==> src/logic/pfcp_defines.vh <==
// timing counts and threshold codes for the pfc protection fault logic
`ifndef PFCP_DEFINES_VH
`define PFCP_DEFINES_VH
`define PFCP_CLK_PERIOD_NS 25
`define PFCP_PHASE_IDLE_US 400
// 400 us of 25 ns cycles, sized to the idle counter so nothing is cut silently
`define PFCP_PHASE_IDLE_CYC 14'h3e80
`define PFCP_IDLE_W 14
`define PFCP_OC_TWO_PHASE 2'h1
`define PFCP_OC_ONE_PHASE 2'h2
`define PFCP_SYNC_W 12
`endif

==> src/logic/pfcp_fault_logic.v <==
// protection fault logic for a two-phase interleaved pfc controller
// What this block does
// - reference off in lockout or sense disabled
// - low overvoltage pulls comp down, hysteresis release
// - high overvoltage also stops gate switching
// - sense overvoltage never forces soft-start
// - redundant overvoltage stops switching, pulls comp
// - redundant release needs clear and comp discharged
// - re-enable only when both senses normal
// - overcurrent threshold two-phase or single-phase select
// - overcurrent kills both gates, no soft-start
// - overcurrent clears above clear level
// - after overcurrent both switches restart together
// - sense below disable level: full shutdown, soft-start
// - re-enable above enable level under soft-start
// - supply lockout stops gates, restart soft-start
// - idle zero-crossing selects single-phase threshold
// - phase monitor off single-phase or comp low
// - comp below second-channel threshold: single phase in run
// - soft-start faults latch until comp discharged
`timescale 1ns/1ps
`include "pfcp_defines.vh"
module pfcp_fault_logic (
  input wire mclk,
  input wire rst,
  input wire ce,
  // comparator results, asynchronous to mclk
  input wire supplyLockout,
  input wire senseAboveEnable,
  input wire senseBelowDisable,
  input wire senseAboveLowOv,
  input wire senseBelowLowOvHyst,
  input wire senseAboveHighOv,
  input wire redundantAboveFault,
  input wire redundantBelowClear,
  input wire compBelowDischarged,
  input wire compBelowMonitorLevel,
  input wire compBelowSecondChannel,
  input wire overcurrentTrip,
  input wire currentAboveClear,
  input wire zeroCrossA,
  input wire zeroCrossB,
  input wire externalSoftStartFault,
  input wire softStartDone,
  // controls to the analog and pwm sections
  output reg referenceEnable,
  output reg compPullDown,
  output reg gateEnableA,
  output reg gateEnableB,
  output reg biasEnable,
  output reg softStartActive,
  output reg [1:0] overcurrentSelect,
  output reg doubleOnTimeA,
  output reg phaseFailure,
  output reg simultaneousRestart
);
  // state machine codes, one-hot
  localparam [3:0] ST_OFF = 4'h1;
  localparam [3:0] ST_DISCHARGE = 4'h2;
  localparam [3:0] ST_SOFTSTART = 4'h4;
  localparam [3:0] ST_RUN = 4'h8;

  wire [`PFCP_SYNC_W-1:0] rawIn;
  wire [`PFCP_SYNC_W-1:0] syncIn;
  wire uvloS, enS, disS, lowOvS, lowHystS, highOvS;
  wire hvFltS, hvClrS, compDisS, compMonS, compPhbS, ocS;
  reg ocClrS1, ocClrS2, extS1, extS2, ssDoneS1, ssDoneS2;
  reg zcA1, zcA2, zcB1, zcB2;

  reg [3:0] state;
  reg [3:0] next_state;
  reg senseEnabled;
  reg lowOvLatch;
  reg highOvLatch;
  reg hvLatch;
  reg ocLatch;
  reg ssFaultLatch;
  reg phaseFailLatch;
  wire idleA, idleB;
  wire monitorEnable;
  wire singlePhase;
  wire ssFaultNow;
  wire switchInhibit;
  wire switchState;

  // comparator results pass two flops before any logic sees them
  assign rawIn = {supplyLockout, senseAboveEnable, senseBelowDisable, senseAboveLowOv,
                  senseBelowLowOvHyst, senseAboveHighOv, redundantAboveFault, redundantBelowClear,
                  compBelowDischarged, compBelowMonitorLevel, compBelowSecondChannel, overcurrentTrip};
  pfcp_sync #(.W(`PFCP_SYNC_W)) uSync (
    .mclk(mclk),
    .rst(rst),
    .ce(ce),
    .asyncIn(rawIn),
    .syncOut(syncIn)
  );
  assign {uvloS, enS, disS, lowOvS, lowHystS, highOvS, hvFltS, hvClrS, compDisS, compMonS, compPhbS, ocS} = syncIn;

  // remaining async inputs, kept separate because the zero-crossing
  // edges must not be delayed differently between phases
  always @(posedge mclk) begin
    if (rst) begin
      ocClrS1 <= 1'b0;
      ocClrS2 <= 1'b0;
      extS1 <= 1'b0;
      extS2 <= 1'b0;
      ssDoneS1 <= 1'b0;
      ssDoneS2 <= 1'b0;
      zcA1 <= 1'b0;
      zcA2 <= 1'b0;
      zcB1 <= 1'b0;
      zcB2 <= 1'b0;
    end else if (ce) begin
      ocClrS1 <= currentAboveClear;
      ocClrS2 <= ocClrS1;
      extS1 <= externalSoftStartFault;
      extS2 <= extS1;
      ssDoneS1 <= softStartDone;
      ssDoneS2 <= ssDoneS1;
      zcA1 <= zeroCrossA;
      zcA2 <= zcA1;
      zcB1 <= zeroCrossB;
      zcB2 <= zcB1;
    end
  end

  // enable hysteresis: off below 1.20 V, on above 1.25 V
  always @(posedge mclk) begin
    if (rst) begin
      senseEnabled <= 1'b0;
    end else if (ce) begin
      if (disS) begin
        senseEnabled <= 1'b0;
      end else if (enS) begin
        senseEnabled <= 1'b1;
      end
    end
  end

  // sense overvoltage latches with 2% hysteresis, no soft-start link
  always @(posedge mclk) begin
    if (rst) begin
      lowOvLatch <= 1'b0;
      highOvLatch <= 1'b0;
    end else if (ce) begin
      if (lowOvS) begin
        lowOvLatch <= 1'b1;
      end else if (lowHystS) begin
        lowOvLatch <= 1'b0;
      end
      if (highOvS) begin
        highOvLatch <= 1'b1;
      end else if (lowHystS) begin
        highOvLatch <= 1'b0;
      end
    end
  end

  // redundant overvoltage holds until below clear and comp discharged
  always @(posedge mclk) begin
    if (rst) begin
      hvLatch <= 1'b0;
    end else if (ce) begin
      if (hvFltS) begin
        hvLatch <= 1'b1;
      end else if (hvClrS && compDisS) begin
        hvLatch <= 1'b0;
      end
    end
  end

  // overcurrent: set wins over clear in the same cycle
  always @(posedge mclk) begin
    if (rst) begin
      ocLatch <= 1'b0;
      simultaneousRestart <= 1'b0;
    end else if (ce) begin
      if (ocS) begin
        ocLatch <= 1'b1;
      end else if (ocClrS2) begin
        ocLatch <= 1'b0;
      end
      // one-cycle pulse telling the pwm to fire both phases in step
      simultaneousRestart <= ocLatch & ~ocS & ocClrS2;
    end
  end

  // every soft-start fault, however brief
  assign ssFaultNow = uvloS | ~senseEnabled | hvFltS | hvLatch | extS2;

  // latch is released only once comp is discharged and faults gone
  always @(posedge mclk) begin
    if (rst) begin
      ssFaultLatch <= 1'b1;
    end else if (ce) begin
      if (ssFaultNow) begin
        ssFaultLatch <= 1'b1;
      end else if (compDisS) begin
        ssFaultLatch <= 1'b0;
      end
    end
  end

  // phase monitor runs only in two-phase with comp above 250 mV
  assign monitorEnable = (state == ST_RUN) & ~compPhbS & ~compMonS;
  pfcp_idle_timer uIdleA (
    .mclk(mclk),
    .rst(rst),
    .ce(ce),
    .enable(monitorEnable),
    .pulse(zcA2),
    .expired(idleA)
  );
  // phase b timer mirrors phase a so the two idle spans compare fairly
  pfcp_idle_timer uIdleB (
    .mclk(mclk),
    .rst(rst),
    .ce(ce),
    .enable(monitorEnable),
    .pulse(zcB2),
    .expired(idleB)
  );

  // failure is one phase idle while the other keeps switching
  always @(posedge mclk) begin
    if (rst) begin
      phaseFailLatch <= 1'b0;
    end else if (ce) begin
      if (ssFaultLatch) begin
        phaseFailLatch <= 1'b0;
      end else if (monitorEnable && (idleA ^ idleB)) begin
        phaseFailLatch <= 1'b1;
      end
    end
  end

  // either a failed phase or a low comp level means one phase carries the load
  assign singlePhase = phaseFailLatch | compPhbS;

  // sequencing between off, discharge, soft-start and run
  always @* begin
    next_state = state;
    case (state)
      ST_OFF: begin
        if (!uvloS) begin
          next_state = ST_DISCHARGE;
        end
      end
      ST_DISCHARGE: begin
        if (uvloS) begin
          next_state = ST_OFF;
        end else if (!ssFaultLatch && !ssFaultNow) begin
          next_state = ST_SOFTSTART;
        end
      end
      ST_SOFTSTART: begin
        if (uvloS) begin
          next_state = ST_OFF;
        end else if (ssFaultNow) begin
          next_state = ST_DISCHARGE;
        end else if (ssDoneS2) begin
          next_state = ST_RUN;
        end
      end
      ST_RUN: begin
        // sense overvoltage and overcurrent stay here
        if (uvloS) begin
          next_state = ST_OFF;
        end else if (ssFaultNow) begin
          next_state = ST_DISCHARGE;
        end
      end
      default: begin
        next_state = ST_OFF;
      end
    endcase
  end

  // state advances only while the clock enable is high
  always @(posedge mclk) begin
    if (rst) begin
      state <= ST_OFF;
    end else if (ce) begin
      state <= next_state;
    end
  end

  // switching stops on either overvoltage latch or any overcurrent; the raw
  // synchronised trip is included so the gates drop on the same edge that sets the latch
  assign switchInhibit = highOvLatch | hvLatch | ocLatch | ocS;
  // gates may run only in soft-start or run
  assign switchState = (next_state == ST_SOFTSTART) | (next_state == ST_RUN);

  // reference and bias follow lockout and the enable hysteresis only
  always @(posedge mclk) begin
    if (rst) begin
      referenceEnable <= 1'b0;
      biasEnable <= 1'b0;
    end else if (ce) begin
      referenceEnable <= ~uvloS & senseEnabled;
      biasEnable <= ~uvloS & senseEnabled;
    end
  end

  // comp is pulled down in lockout, discharge, or either overvoltage;
  // overcurrent leaves it alone so the error amplifier is undisturbed
  always @(posedge mclk) begin
    if (rst) begin
      compPullDown <= 1'b1;
    end else if (ce) begin
      compPullDown <= (next_state == ST_OFF) | (next_state == ST_DISCHARGE)
                      | lowOvLatch | hvLatch;
    end
  end

  // gate drives; during soft-start both phases run regardless of comp level
  always @(posedge mclk) begin
    if (rst) begin
      gateEnableA <= 1'b0;
      gateEnableB <= 1'b0;
    end else if (ce) begin
      gateEnableA <= switchState & ~switchInhibit;
      gateEnableB <= ((next_state == ST_SOFTSTART) | ((next_state == ST_RUN) & ~compPhbS))
                     & ~switchInhibit;
    end
  end

  // mode outputs: soft-start flag, overcurrent threshold, on-time doubling
  always @(posedge mclk) begin
    if (rst) begin
      softStartActive <= 1'b0;
      overcurrentSelect <= `PFCP_OC_TWO_PHASE;
      doubleOnTimeA <= 1'b0;
      phaseFailure <= 1'b0;
    end else if (ce) begin
      softStartActive <= (next_state == ST_SOFTSTART) | (next_state == ST_DISCHARGE);
      overcurrentSelect <= singlePhase ? `PFCP_OC_ONE_PHASE : `PFCP_OC_TWO_PHASE;
      doubleOnTimeA <= (next_state == ST_RUN) & compPhbS;
      phaseFailure <= phaseFailLatch;
    end
  end
endmodule

==> src/logic/pfcp_idle_timer.v <==
// zero-crossing idle counter, restarts on each pulse
`timescale 1ns/1ps
`include "pfcp_defines.vh"
module pfcp_idle_timer #(
  parameter [`PFCP_IDLE_W-1:0] IDLE_CYC = `PFCP_PHASE_IDLE_CYC
) (
  input wire mclk,
  input wire rst,
  input wire ce,
  input wire enable,
  input wire pulse,
  output reg expired
);
  reg [`PFCP_IDLE_W-1:0] count;
  reg pulseDly;
  wire pulseRise;
  assign pulseRise = pulse & ~pulseDly;
  // counts cycles since the last rising edge; saturates at the limit
  always @(posedge mclk) begin
    if (rst) begin
      count <= {`PFCP_IDLE_W{1'b0}};
      pulseDly <= 1'b0;
      expired <= 1'b0;
    end else if (ce) begin
      pulseDly <= pulse;
      if (!enable || pulseRise) begin
        count <= {`PFCP_IDLE_W{1'b0}};
        expired <= 1'b0;
      end else if (count >= IDLE_CYC - 1'b1) begin
        expired <= 1'b1;
      end else begin
        count <= count + 1'b1;
      end
    end
  end
endmodule

==> src/logic/pfcp_sync.v <==
// two-stage synchroniser bank for comparator results
`timescale 1ns/1ps
module pfcp_sync #(
  parameter W = 12
) (
  input wire mclk,
  input wire rst,
  input wire ce,
  input wire [W-1:0] asyncIn,
  output wire [W-1:0] syncOut
);
  genvar i;
  generate
    for (i = 0; i < W; i = i + 1) begin : gs
      reg stage1;
      reg stage2;
      // first stage feeds only the second stage
      always @(posedge mclk) begin
        if (rst) begin
          stage1 <= 1'b0;
          stage2 <= 1'b0;
        end else if (ce) begin
          stage1 <= asyncIn[i];
          stage2 <= stage1;
        end
      end
      assign syncOut[i] = stage2;
    end
  endgenerate
endmodule

==> config.mk <==
export PLATFORM = sky130hd
export DESIGN_NAME = pfcp_fault_logic
export DESIGN_NICKNAME = d
export VERILOG_FILES = /design/src/logic/pfcp_fault_logic.v /design/src/logic/pfcp_idle_timer.v /design/src/logic/pfcp_sync.v
export VERILOG_INCLUDE_DIRS = /design/src /design/src/logic
export SDC_FILE = /design/constraint.sdc
export NUM_CORES = 1
export LEC_CHECK = 0
export ABC_AREA = 1
export BUFFER_PORTS_ARGS = -buffer_cell sky130_fd_sc_hd__buf_2
export CORE_AREA = 2 2 104 106
export DETAILED_ROUTE_END_ITERATION = 7
export DIE_AREA = 0 0 106 108
export HOLD_SLACK_MARGIN = 0.06
export PLACE_DENSITY_LB_ADDON = 0.2
export SYNTH_ARGS = -nofsm -noshare
export SYNTH_HDL_FRONTEND = slang
export SYNTH_HIERARCHICAL = 1
export SYNTH_SLANG_ARGS = --single-unit
==> constraint.sdc <==
create_clock -name mclk -period 2.1 [get_ports mclk]
set_input_delay 0.42 -clock mclk [delete_from_list [all_inputs] [get_ports mclk]]
set_output_delay 0.42 -clock mclk [all_outputs]
set_load 0.03 [all_outputs]
==> flow_metrics.py, run 1 <==
metrics = {
    "cells_and_area": {
        "syn_to_final_growth_pct": 9.747,
        "instances_no_fill": 854,
        "design_area_mm2": 0.005001,
        "multi_input_area_mm2": 0.002272,
        "num-fill-cells": 1069,
        "fin_nets": 735,
        "seq_area_mm2": 0.001742,
        "diodes": 0,
        "final_util_pct": 48.88,
        "layout-drive-gt1-share_pct": 14.07,
    },
    "worst_setup_path": {
        "cp.required_ns": 2.38,
        "cp_max_fo": 10,
        "startpoint_type": "flop",
        "crit_type": "reg -> reg",
        "cp.arrival_ns": 2.14,
        "critPathCaptureType": "flop",
        "r2r_setup_slack_ns": 0.24,
        "r2r_start": "state[3]$_SDFFE_PP0P_",
        "rr_worst_depth": 10,
        "regToRegEndpoint": "uIdleA/count[4]$_SDFFE_PP0P_",
    },
    "logic_synthesis": {
        "ys_seq_area_share_pct": 38.22,
        "synth_top_area_cell": "dfxtp_1",
        "ys_types": 36,
        "yosys-top-cells-area": "dfxtp_1 (38%), nand2_1 (15%), nor2_1 (10%)",
        "synthArstFlopShare_pct": 0,
        "synth_common_cells": "nand2_1 (182), nor2_1 (126), dfxtp_1 (87)",
        "syn-num-nets": 716,
        "synth_area_mm2": 0.004557,
        "synth_flop_cell": "dfxtp_1",
        "synth_cells": 694,
        "syn_area_per_cell_um2": 6.566,
        "yosys_register_bits": 87,
        "synth-edff-count": 0,
        "ys_warn_count": 6,
        "yosysMostFrequentCell": "nand2_1",
        "yosysTopAreaCellShare_pct": 38.22,
    },
    "drt": {
        "viasPerCell": 4.871,
        "ant_nets": 0,
        "firstDrtPassIters": 5,
        "wirelength_mm": 9.878,
        "vias": 4160,
        "drc": 0,
        "first_iter_violations": 189,
        "wire_per_inst_um": 11.57,
    },
    "clock_tree": {
        "htree_levels": 3,
        "cts.sinks": 87,
        "cts_tree": "yes",
        "clk_latency_ns": 0.36,
        "max-clock-path-buffers": 2,
        "clk_pin_slew_ns": 0.09,
        "cts_setup_buffers": 0,
        "cts_buffers": 9,
        "ctsHoldBuffers": 0,
        "cts_resized": 0,
        "clock-root-buffer": "clkbuf_8",
    },
    "sta": {
        "finalCriticalPeriod_ns": 1.856,
        "worstMarginPinSlew_ns": 0.4859,
        "setup_viol": 0,
        "setup_tns_ns": 0,
        "fin_skew_ns": 0.01071,
        "drv_slew": 0,
        "relSlewSlack_pct": 67.57,
        "rsz0062_at_grt": "no",
        "report.final.hold_viol_count": 0,
        "holdWs_ns": 0.2798,
        "finalCritPeriodShare_pct": 88.36,
        "fmax_mhz": 538.9,
        "finalWorstSetupSlack_ns": 0.2443,
    },
    "placement": {
        "dp_slack_ns": 0.2780,
        "dpl.hpwl_mm": 7.114,
        "routabilityCongestion": 0.8635,
        "postPlaceCellArea_mm2": 0.004761,
        "io_buffers": 30,
        "dp_cells": 838,
    },
    "power": {
        "p_leak_nw": 2.195,
        "vdd_drop_max_uv": 365.8,
        "finalPower_mw": 3.488,
        "powerDensity_mw_per_mm2": 697.5,
    },
    "worst_hold_path": {
        "min_path_type": "in -> reg",
        "hold_path_depth": 3,
        "holdPathEnd": "extS1$_SDFFE_PP0P_",
        "hold_start": "externalSoftStartFault",
    },
    "floorplanning": {
        "dieWidth_um": 106,
        "io_pins": 31,
        "dieHeight_um": 108,
        "start_util_pct": 44.54,
        "die-area_mm2": 0.01145,
        "core_area_mm2": 0.01023,
        "rows": 37,
    },
    "grt": {
        "grt_max_degree": 45,
        "antenna_found_initial": 0,
        "grt_overflow": 0,
        "grt_pass1_wl_mm": 17.28,
        "grt.total_usage_pct": 18.48,
        "grt_pass1_vias": 3839,
    },
    "job": {
        "drv_cap": 0,
    },
    "status": {
        "status": "completed",
    },
}
cells in the final DEF (no fill, tap or decap), types with 4 or more instances in the layout:
cell type | Yosys | routed
buf_2 | 8 | 30
nand2_1 | 182 | 182
inv_1 | 82 | 82
inv_2 | 7 | 7
nand4_1 | 9 | 9
o21ai_1 | 5 | 5
nand3_2 | 4 | 4
nand3_1 | 44 | 44
nor2_2 | 10 | 10
nor2_4 | 4 | 4
clkbuf_8 | 0 | 11
dfxtp_1 | 87 | 87
nand2_2 | 11 | 11
buf_4 | 17 | 6
a21oi_1 | 37 | 37
nor2_1 | 126 | 126
o21ai_0 | 25 | 25
worst max-delay path: stages (launching register included):
cell and delay (ns):
dfxtp_1 0.40, inv_1 0.08, nor2_1 0.11, nand2_2 0.09, nor3_2 0.23, nand2_2 0.21, nand2_1 0.27, nand2_1 0.10
inv_1 0.09, o21ai_0 0.08, a21oi_1 0.12
final cells by class:
cell class	instances	share of cell area, %
flip-flops and latches	87	34.83
repair buffers	38	4.704
inverters	91	6.830
multi-input cells	486	45.43
clock buffers	11	3.027
well taps	136	3.403
clock inverters	5	1.776
where the power goes:
| group | leakage [nW] | internal, mW | switching, mW |
|---|---|---|---|
| combinational | 1.36 | 0.121 | 0.221 |
| sequential | 0.713 | 1.72 | 0.0515 |
| clock | 0.122 | 0.748 | 0.626 |
| total | 2.19 | 2.59 | 0.899 |
cells by family after synthesis:
| group | after synthesis | share of synthesized area [%] |
|---|---|---|
| AO/OA/AOI/OAI | 80 | 9.555 |
| XOR/XNOR | 4 | 0.7689 |
| adder cells (fa/ha/maj) | 2 | 0.5491 |
| buffers and inverters | 121 | 11.92 |
| flip-flops | 87 | 38.22 |
| AND/OR/NAND/NOR | 400 | 38.99 |
sequential cells by signal (all words and copies together), names as in the netlist, 2 cells and up:
signal             cells
overcurrentSelect      2
state                  4
uIdleA/count          14
uIdleB/count          14
uSync/gs.stage1       12
uSync/gs.stage2       12
worst max-delay path by stage:
stage	startpoint	to	slack, ns	cells after the start
2_1_floorplan	state[3]$_SDFFE_PP0P_	uIdleA/count[12]$_SDFFE_PP0P_	0.54	11
3_3_place_gp	state[3]$_SDFFE_PP0P_	uIdleB/count[13]$_SDFFE_PP0P_	0.35	10
3_5_place_dp	state[3]$_SDFFE_PP0P_	uIdleA/count[3]$_SDFFE_PP0P_	0.28	10
4_1_cts	state[3]$_SDFFE_PP0P_	uIdleA/count[3]$_SDFFE_PP0P_	0.26	10
5_1_grt	state[3]$_SDFFE_PP0P_	uIdleB/count[4]$_SDFFE_PP0P_	0.07	10
6_report	state[3]$_SDFFE_PP0P_	uIdleA/count[4]$_SDFFE_PP0P_	0.24	10
routing by layer:
metal / vias up / global-route usage (%) / part of all wire (%)
met5: - / 0 / 0
met4: 0 / 5.263 / 1.2
met3: 11 / 3.315 / 3.7
met2: 76 / 32.21 / 47
met1: 1889 / 23.54 / 48
li1: 2184 / - / -
(Power assumes the default switching activity.)
==> inputs of run 2 (changes only) <==
ABC_AREA = unset   (was 1)
CORE_AREA = 2 2 102 104   (was 2 2 104 106)
DIE_AREA = 0 0 104 106   (was 0 0 106 108)
SLEW_MARGIN = 40   (was unset)
clock period = 1.74 ns   (was 2.1 ns; I/O delays follow)
==> flow_metrics.py, run 2 <==
metrics = {
    "clock_tree": {
        "clk_latency_ns": 0.36,
        "ctsHoldBuffers": 0,
        "htree_levels": 3,
        "cts_buffers": 9,
        "max-clock-path-buffers": 2,
        "cts.sinks": 87,
        "clock-root-buffer": "clkbuf_8",
        "cts_tree": "yes",
        "clk_pin_slew_ns": 0.09,
    },
    "drt": {
        "viasPerCell": 5.600,
        "drc": 0,
        "ant_nets": 0,
        "wirelength_mm": 10.54,
        "wire_per_inst_um": 15.43,
        "vias": 3825,
        "first_iter_violations": 248,
        "firstDrtPassIters": 5,
    },
    "cells_and_area": {
        "layout-drive-gt1-share_pct": 30.53,
        "top_regs": "uIdleA/count x14, uIdleB/count x14",
        "num-fill-cells": 971,
        "fin_nets": 564,
        "layout_commonest_cell": "dfxtp_1",
        "mostFrequentLayoutCells": "dfxtp_1 (82), nor2_1 (63), buf_4 (53)",
        "final_util_pct": 53.05,
        "seq_area_mm2": 0.001748,
        "syn_to_final_growth_pct": 22.40,
        "multi_input_area_mm2": 0.002494,
        "instances_no_fill": 683,
        "diodes": 0,
    },
    "worst_setup_path": {
        "cp.required_ns": 2.03,
        "r2r_start": "uSync/gs[1].stage2$_SDFFE_PP0P_",
        "critPathCaptureType": "flop",
        "rr_worst_depth": 7,
        "startpoint_type": "flop",
        "startpoint": "uSync/gs[1].stage2$_SDFFE_PP0P_",
        "cp_max_fo": 5,
        "cp.arrival_ns": 2.11,
        "crit_type": "reg -> reg",
    },
    "grt": {
        "grt_pass1_vias": 3606,
        "grt_pass1_wl_mm": 17.79,
        "antenna_found_initial": 0,
        "grt.total_usage_pct": 19.86,
        "grt_overflow": 0,
        "grt_max_degree": 38,
    },
    "logic_synthesis": {
        "syn-num-nets": 504,
        "synth_area_mm2": 0.004334,
        "synthArstFlopShare_pct": 0,
        "yosysTopAreaCellShare_pct": 40.18,
        "ys_seq_area_share_pct": 40.18,
        "synth-edff-count": 0,
        "synth_flop_cell": "dfxtp_1",
        "synth_cells": 482,
        "yosysMostFrequentCell": "dfxtp_1",
        "yosys_register_bits": 87,
        "syn_area_per_cell_um2": 8.992,
        "ys_types": 67,
        "synth_top_area_cell": "dfxtp_1",
        "yosys-top-cells-area": "dfxtp_1 (40%), mux2i_1 (9.2%), nor2_1 (5.7%)",
        "ys_warn_count": 6,
        "synth_common_cells": "dfxtp_1 (87), nor2_1 (66), mux2i_1 (40)",
    },
    "sta": {
        "finalCritPeriodShare_pct": 104.6,
        "finalWorstSetupSlack_ns": -0.08058,
        "drv_slew": 0,
        "worstMarginPinSlew_ns": 0.5591,
        "report.final.hold_viol_count": 0,
        "fmax_mhz": 549.3,
        "setup_viol": 13,
        "relSlewSlack_pct": 62.73,
        "finalCriticalPeriod_ns": 1.821,
        "fin_skew_ns": 0.01116,
        "rsz0062_at_grt": "yes",
        "setup_tns_ns": -0.5009,
    },
    "floorplanning": {
        "dieWidth_um": 104,
        "start_util_pct": 43.34,
        "dieHeight_um": 106,
        "rows": 37,
        "core_area_mm2": 0.01000,
        "die-area_mm2": 0.01102,
        "io_pins": 31,
    },
    "power": {
        "vdd_drop_max_uv": 472.2,
        "powerDensity_mw_per_mm2": 732.3,
        "p_leak_nw": 1.974,
    },
    "status": {
        "status": "complete, but fails checks",
        "violations": "setup timing",
    },
    "worst_hold_path": {
        "hold_start": "zeroCrossB",
        "min_path_type": "in -> reg",
        "hold_path_depth": 3,
    },
    "placement": {
        "dp_cells": 662,
        "io_buffers": 30,
        "dpl.hpwl_mm": 7.236,
        "routabilityCongestion": 0.9001,
    },
    "job": {
        "drv_cap": 0,
    },
}
[run 2: cell count changes after synthesis, moves of 8 or more]
cell	previous run	this run
nand2_1	182	28
inv_1	82	20
nor2_1	126	66
mux2i_1	0	40
nand3_1	44	10
a21oi_1	37	14
o21ai_0	25	10
nor3_1	2	16
a31oi_1	1	13
o2111ai_1	0	12
nand2_2	11	0
nor2_2	10	1
clkbuf_1	2	10
[run 2: final timing paths]
check	end	slack (ns)
max reg2reg	uIdleB/count[10]$_SDFFE_PP0P_	-0.08
max	uIdleB/count[10]$_SDFFE_PP0P_	-0.08
min	zcB1$_SDFFE_PP0P_	0.21
min reg2reg	senseEnabled$_SDFFE_PP0P_	0.45
[run 2: area by class of cell]
cell class | count | share of cell area, %
multi-input cells | 336 | 47.00
well taps | 136 | 3.208
repair buffers | 87 | 11.46
flip-flops and latches | 87 | 32.95
clock buffers | 10 | 2.594
clock inverters | 6 | 1.297
inverters | 21 | 1.486
[run 2: metrics by stage]
| stage | hold WS, ns | total power, mW | worst slack, ns | instance area [µm²] |
|---|---|---|---|---|
| after floorplan | 0.4204 | 2.350 | -0.2030 | 4388 |
| final | 0.2116 | 3.885 | -0.08058 | 5305 |
| after CTS | 0.2017 | 3.920 | -0.08118 | 5186 |
| after global placement | 0.4342 | 2.433 | -0.1368 | 4847 |
| after global routing | 0.2202 | 4.063 | -0.1896 | 5305 |
| after detailed placement | 0.4362 | 2.440 | -0.1522 | 4847 |
[run 2: layer usage]
layer,vias to the layer above,track usage (%),part of all wire (%)
met5,-,0,0
met4,0,6.467,1.4
met3,13,4.231,5.7
met2,116,32.00,48
met1,1811,26.64,45
li1,1885,-,-
[run 2: report_power, final]
part,switching [mW],internal [mW],total (mW)
sequential,0.0329,2.04,2.08
clock,0.760,0.710,1.47
combinational,0.190,0.148,0.338
total,0.983,2.90,3.88
[run 2: repair_timing]
item	in CTS	in global routing
setup buffers	4	1
setup endpoints to repair	26	32
pin swaps	22	14
resized for setup	24	23
[run 2: logic make-up (layout without fill, tap and decap cells)]
kind of cell	count (synthesis)	in the layout	share of synthesized area [%]
and+or+nand+nor	176	176	21.02
AOI/OAI and AO/OA	116	116	20.70
DFF	87	87	40.18
buffers and inverters	59	124	7.881
muxes	40	40	9.238
adders and majority gates	2	2	0.5773
xor gates and xnor gates	2	2	0.4042
[run 2: worst max-delay path, cell delays in order, from the launching register on]
cell	delay, ns
dfxtp_2	0.33
or3_4	0.39
nor3_4	0.17
buf_6	0.15
inv_2	0.05
or3_4	0.34
o21a_1	0.18
a22oi_1	0.13
==> inputs of run 3 (changes only) <==
CORE_AREA = 2 2 104 106   (was 2 2 102 104)
DIE_AREA = 0 0 106 108   (was 0 0 104 106)
==> flow_metrics.py, run 3 (synthesis results as in run 2) <==
metrics = {
    "status": {
        "status": "complete, but fails checks",
        "violations": "setup timing",
    },
    "worst_setup_path": {
        "crit_chain": "or3_4 -> nor3_4 -> buf_6 -> inv_4 -> or3_4 -> o21a_1 -> a22oi_2",
        "crit_type": "reg -> reg",
        "crit_buf_inv": 2,
        "cp.arrival_ns": 2.12,
        "critPathCaptureType": "flop",
        "critPathTopFamily": "simple AND/OR/NAND/NOR gates",
        "r2r_setup_slack_ns": -0.1,
        "rr_worst_depth": 7,
        "cp_max_fo": 5,
        "worst_path_most_repeated_cell": "or3_4",
        "startpoint_type": "flop",
        "cp.required_ns": 2.02,
        "cpMaxStageDelayCell": "or3_4",
        "startpoint": "uSync/gs[1].stage2$_SDFFE_PP0P_",
        "cpPeakStageDelay_ns": 0.40,
        "regToRegEndpoint": "uIdleA/count[10]$_SDFFE_PP0P_",
        "r2r_start": "uSync/gs[1].stage2$_SDFFE_PP0P_",
    },
    "floorplanning": {
        "core_area_mm2": 0.01023,
        "dieHeight_um": 108,
        "die-area_mm2": 0.01145,
        "dieWidth_um": 106,
        "start_util_pct": 42.36,
        "io_pins": 31,
        "rows": 37,
    },
    "cells_and_area": {
        "num-fill-cells": 978,
        "layout_commonest_cell": "dfxtp_1",
        "fin_nets": 573,
        "mostFrequentLayoutCells": "dfxtp_1 (84), nor2_1 (64), buf_4 (56)",
        "top_regs": "uIdleA/count x14, uIdleB/count x14",
        "layout-drive-gt1-share_pct": 31.71,
        "diodes": 0,
        "syn_to_final_growth_pct": 25.61,
    },
    "sta": {
        "worstMarginPinSlew_ns": 0.5667,
        "fin_skew_ns": 0.008042,
        "finalCritPeriodShare_pct": 105.7,
        "setup_tns_ns": -0.9429,
        "rsz0062_at_grt": "yes",
        "report.final.hold_viol_count": 0,
        "finalCriticalPeriod_ns": 1.840,
        "setup_viol": 19,
        "drv_slew": 0,
        "fmax_mhz": 543.5,
        "relSlewSlack_pct": 62.22,
        "finalWorstSetupSlack_ns": -0.09990,
    },
    "drt": {
        "ant_nets": 0,
        "viasPerCell": 5.638,
        "first_iter_violations": 185,
        "firstDrtPassIters": 5,
        "wirelength_mm": 10.67,
        "wire_per_inst_um": 15.44,
        "drc": 0,
        "vias": 3896,
    },
    "worst_hold_path": {
        "min_path_type": "in -> reg",
        "hold_path_depth": 3,
        "holdPathEnd": "uSync/gs[10].stage1$_SDFFE_PP0P_",
        "hold_start": "senseAboveEnable",
    },
    "clock_tree": {
        "clk_pin_slew_ns": 0.09,
        "htree_levels": 3,
        "ctsHoldBuffers": 0,
        "cts_tree": "yes",
        "cts_buffers": 9,
        "clk_latency_ns": 0.36,
        "clock-root-buffer": "clkbuf_8",
        "cts.sinks": 87,
        "max-clock-path-buffers": 2,
    },
    "power": {
        "p_leak_nw": 2.035,
        "powerDensity_mw_per_mm2": 733.0,
        "vdd_drop_max_uv": 442.9,
        "finalPower_mw": 3.990,
    },
    "grt": {
        "grt_max_degree": 38,
        "grt_pass1_wl_mm": 17.57,
        "grt_pass1_vias": 3709,
        "grt_overflow": 0,
        "grt.total_usage_pct": 19.05,
        "antenna_found_initial": 0,
    },
    "placement": {
        "dp_slack_ns": -0.1756,
        "routabilityCongestion": 0.9141,
        "dpl.hpwl_mm": 7.402,
        "io_buffers": 30,
    },
    "job": {
        "drv_cap": 0,
    },
}
==> run 3: timing repair <==
| action | in CTS | in global routing |
|---|---|---|
| endpoints found under the setup margin | 24 | 30 |
| hold endpoints to repair | 0 | 0 |
| setup buffers | 5 | 3 |
| gates resized for setup | 17 | 43 |
| pin swaps | 16 | 25 |
==> run 3: worst register-to-register path, cell delays in order, from the launching register on <==
cell	delay (ns)
dfxtp_2	0.33
or3_4	0.40
nor3_4	0.17
buf_6	0.16
inv_4	0.04
or3_4	0.34
o21a_1	0.19
a22oi_2	0.14
==> run 3: area by class of cell <==
cell class	count	area, µm²	share of cell area (%)
Clock buffer	9	123.9	2.275
Multi-Input combinational cell	336	2521	46.31
Tap cell	136	170.2	3.126
Clock inverter	6	92.59	1.701
Inverter	21	83.83	1.540
Sequential cell	87	1745	32.06
Timing Repair Buffer	96	706.9	12.99
==> run 3: how the worst max path moves through the flow <==
stage | to | cells after the start | slack (ns)
2_1_floorplan | uIdleA/count[10]$_SDFFE_PP0P_ | 7 | -0.20
5_1_grt | uIdleA/count[10]$_SDFFE_PP0P_ | 7 | -0.17
3_3_place_gp | uIdleB/count[8]$_SDFFE_PP0P_ | 7 | -0.14
3_5_place_dp | uIdleB/count[8]$_SDFFE_PP0P_ | 7 | -0.18
4_1_cts | uIdleA/count[4]$_SDFFE_PP0P_ | 8 | -0.11
6_report | uIdleA/count[10]$_SDFFE_PP0P_ | 7 | -0.1
==> run 3: power by group <==
group	total (mW)	leakage (nW)	switching, mW	internal [mW]
registers	2.08	0.708	0.0321	2.04
logic	0.346	1.23	0.194	0.152
clock network	1.57	0.102	0.757	0.811
total	3.99	2.04	0.984	3.01
==> run 3: per-layer routing <==
| layer | wire length [µm] | global-route usage, % |
|---|---|---|
| met1 | 4783 | 25.56 |
| met2 | 5164 | 30.78 |
| met3 | 525 | 2.592 |
| met4 | 197 | 8.459 |
| met5 | 0 | 0 |
==> run 3: stage by stage <==
step / cells / cell area [µm²] / hold WS (ns) / utilization (%)
after floorplan: 482 / 4388 / 0.4204 / -
after global placement: 668 / 4905 / 0.4274 / 47.94
after detailed placement: 668 / 4905 / 0.4379 / 47.94
after CTS: 688 / 5221 / 0.2145 / 51.03
after global routing: 691 / 5444 / 0.2290 / 53.21
final: 691 / 5444 / 0.2279 / 53.21
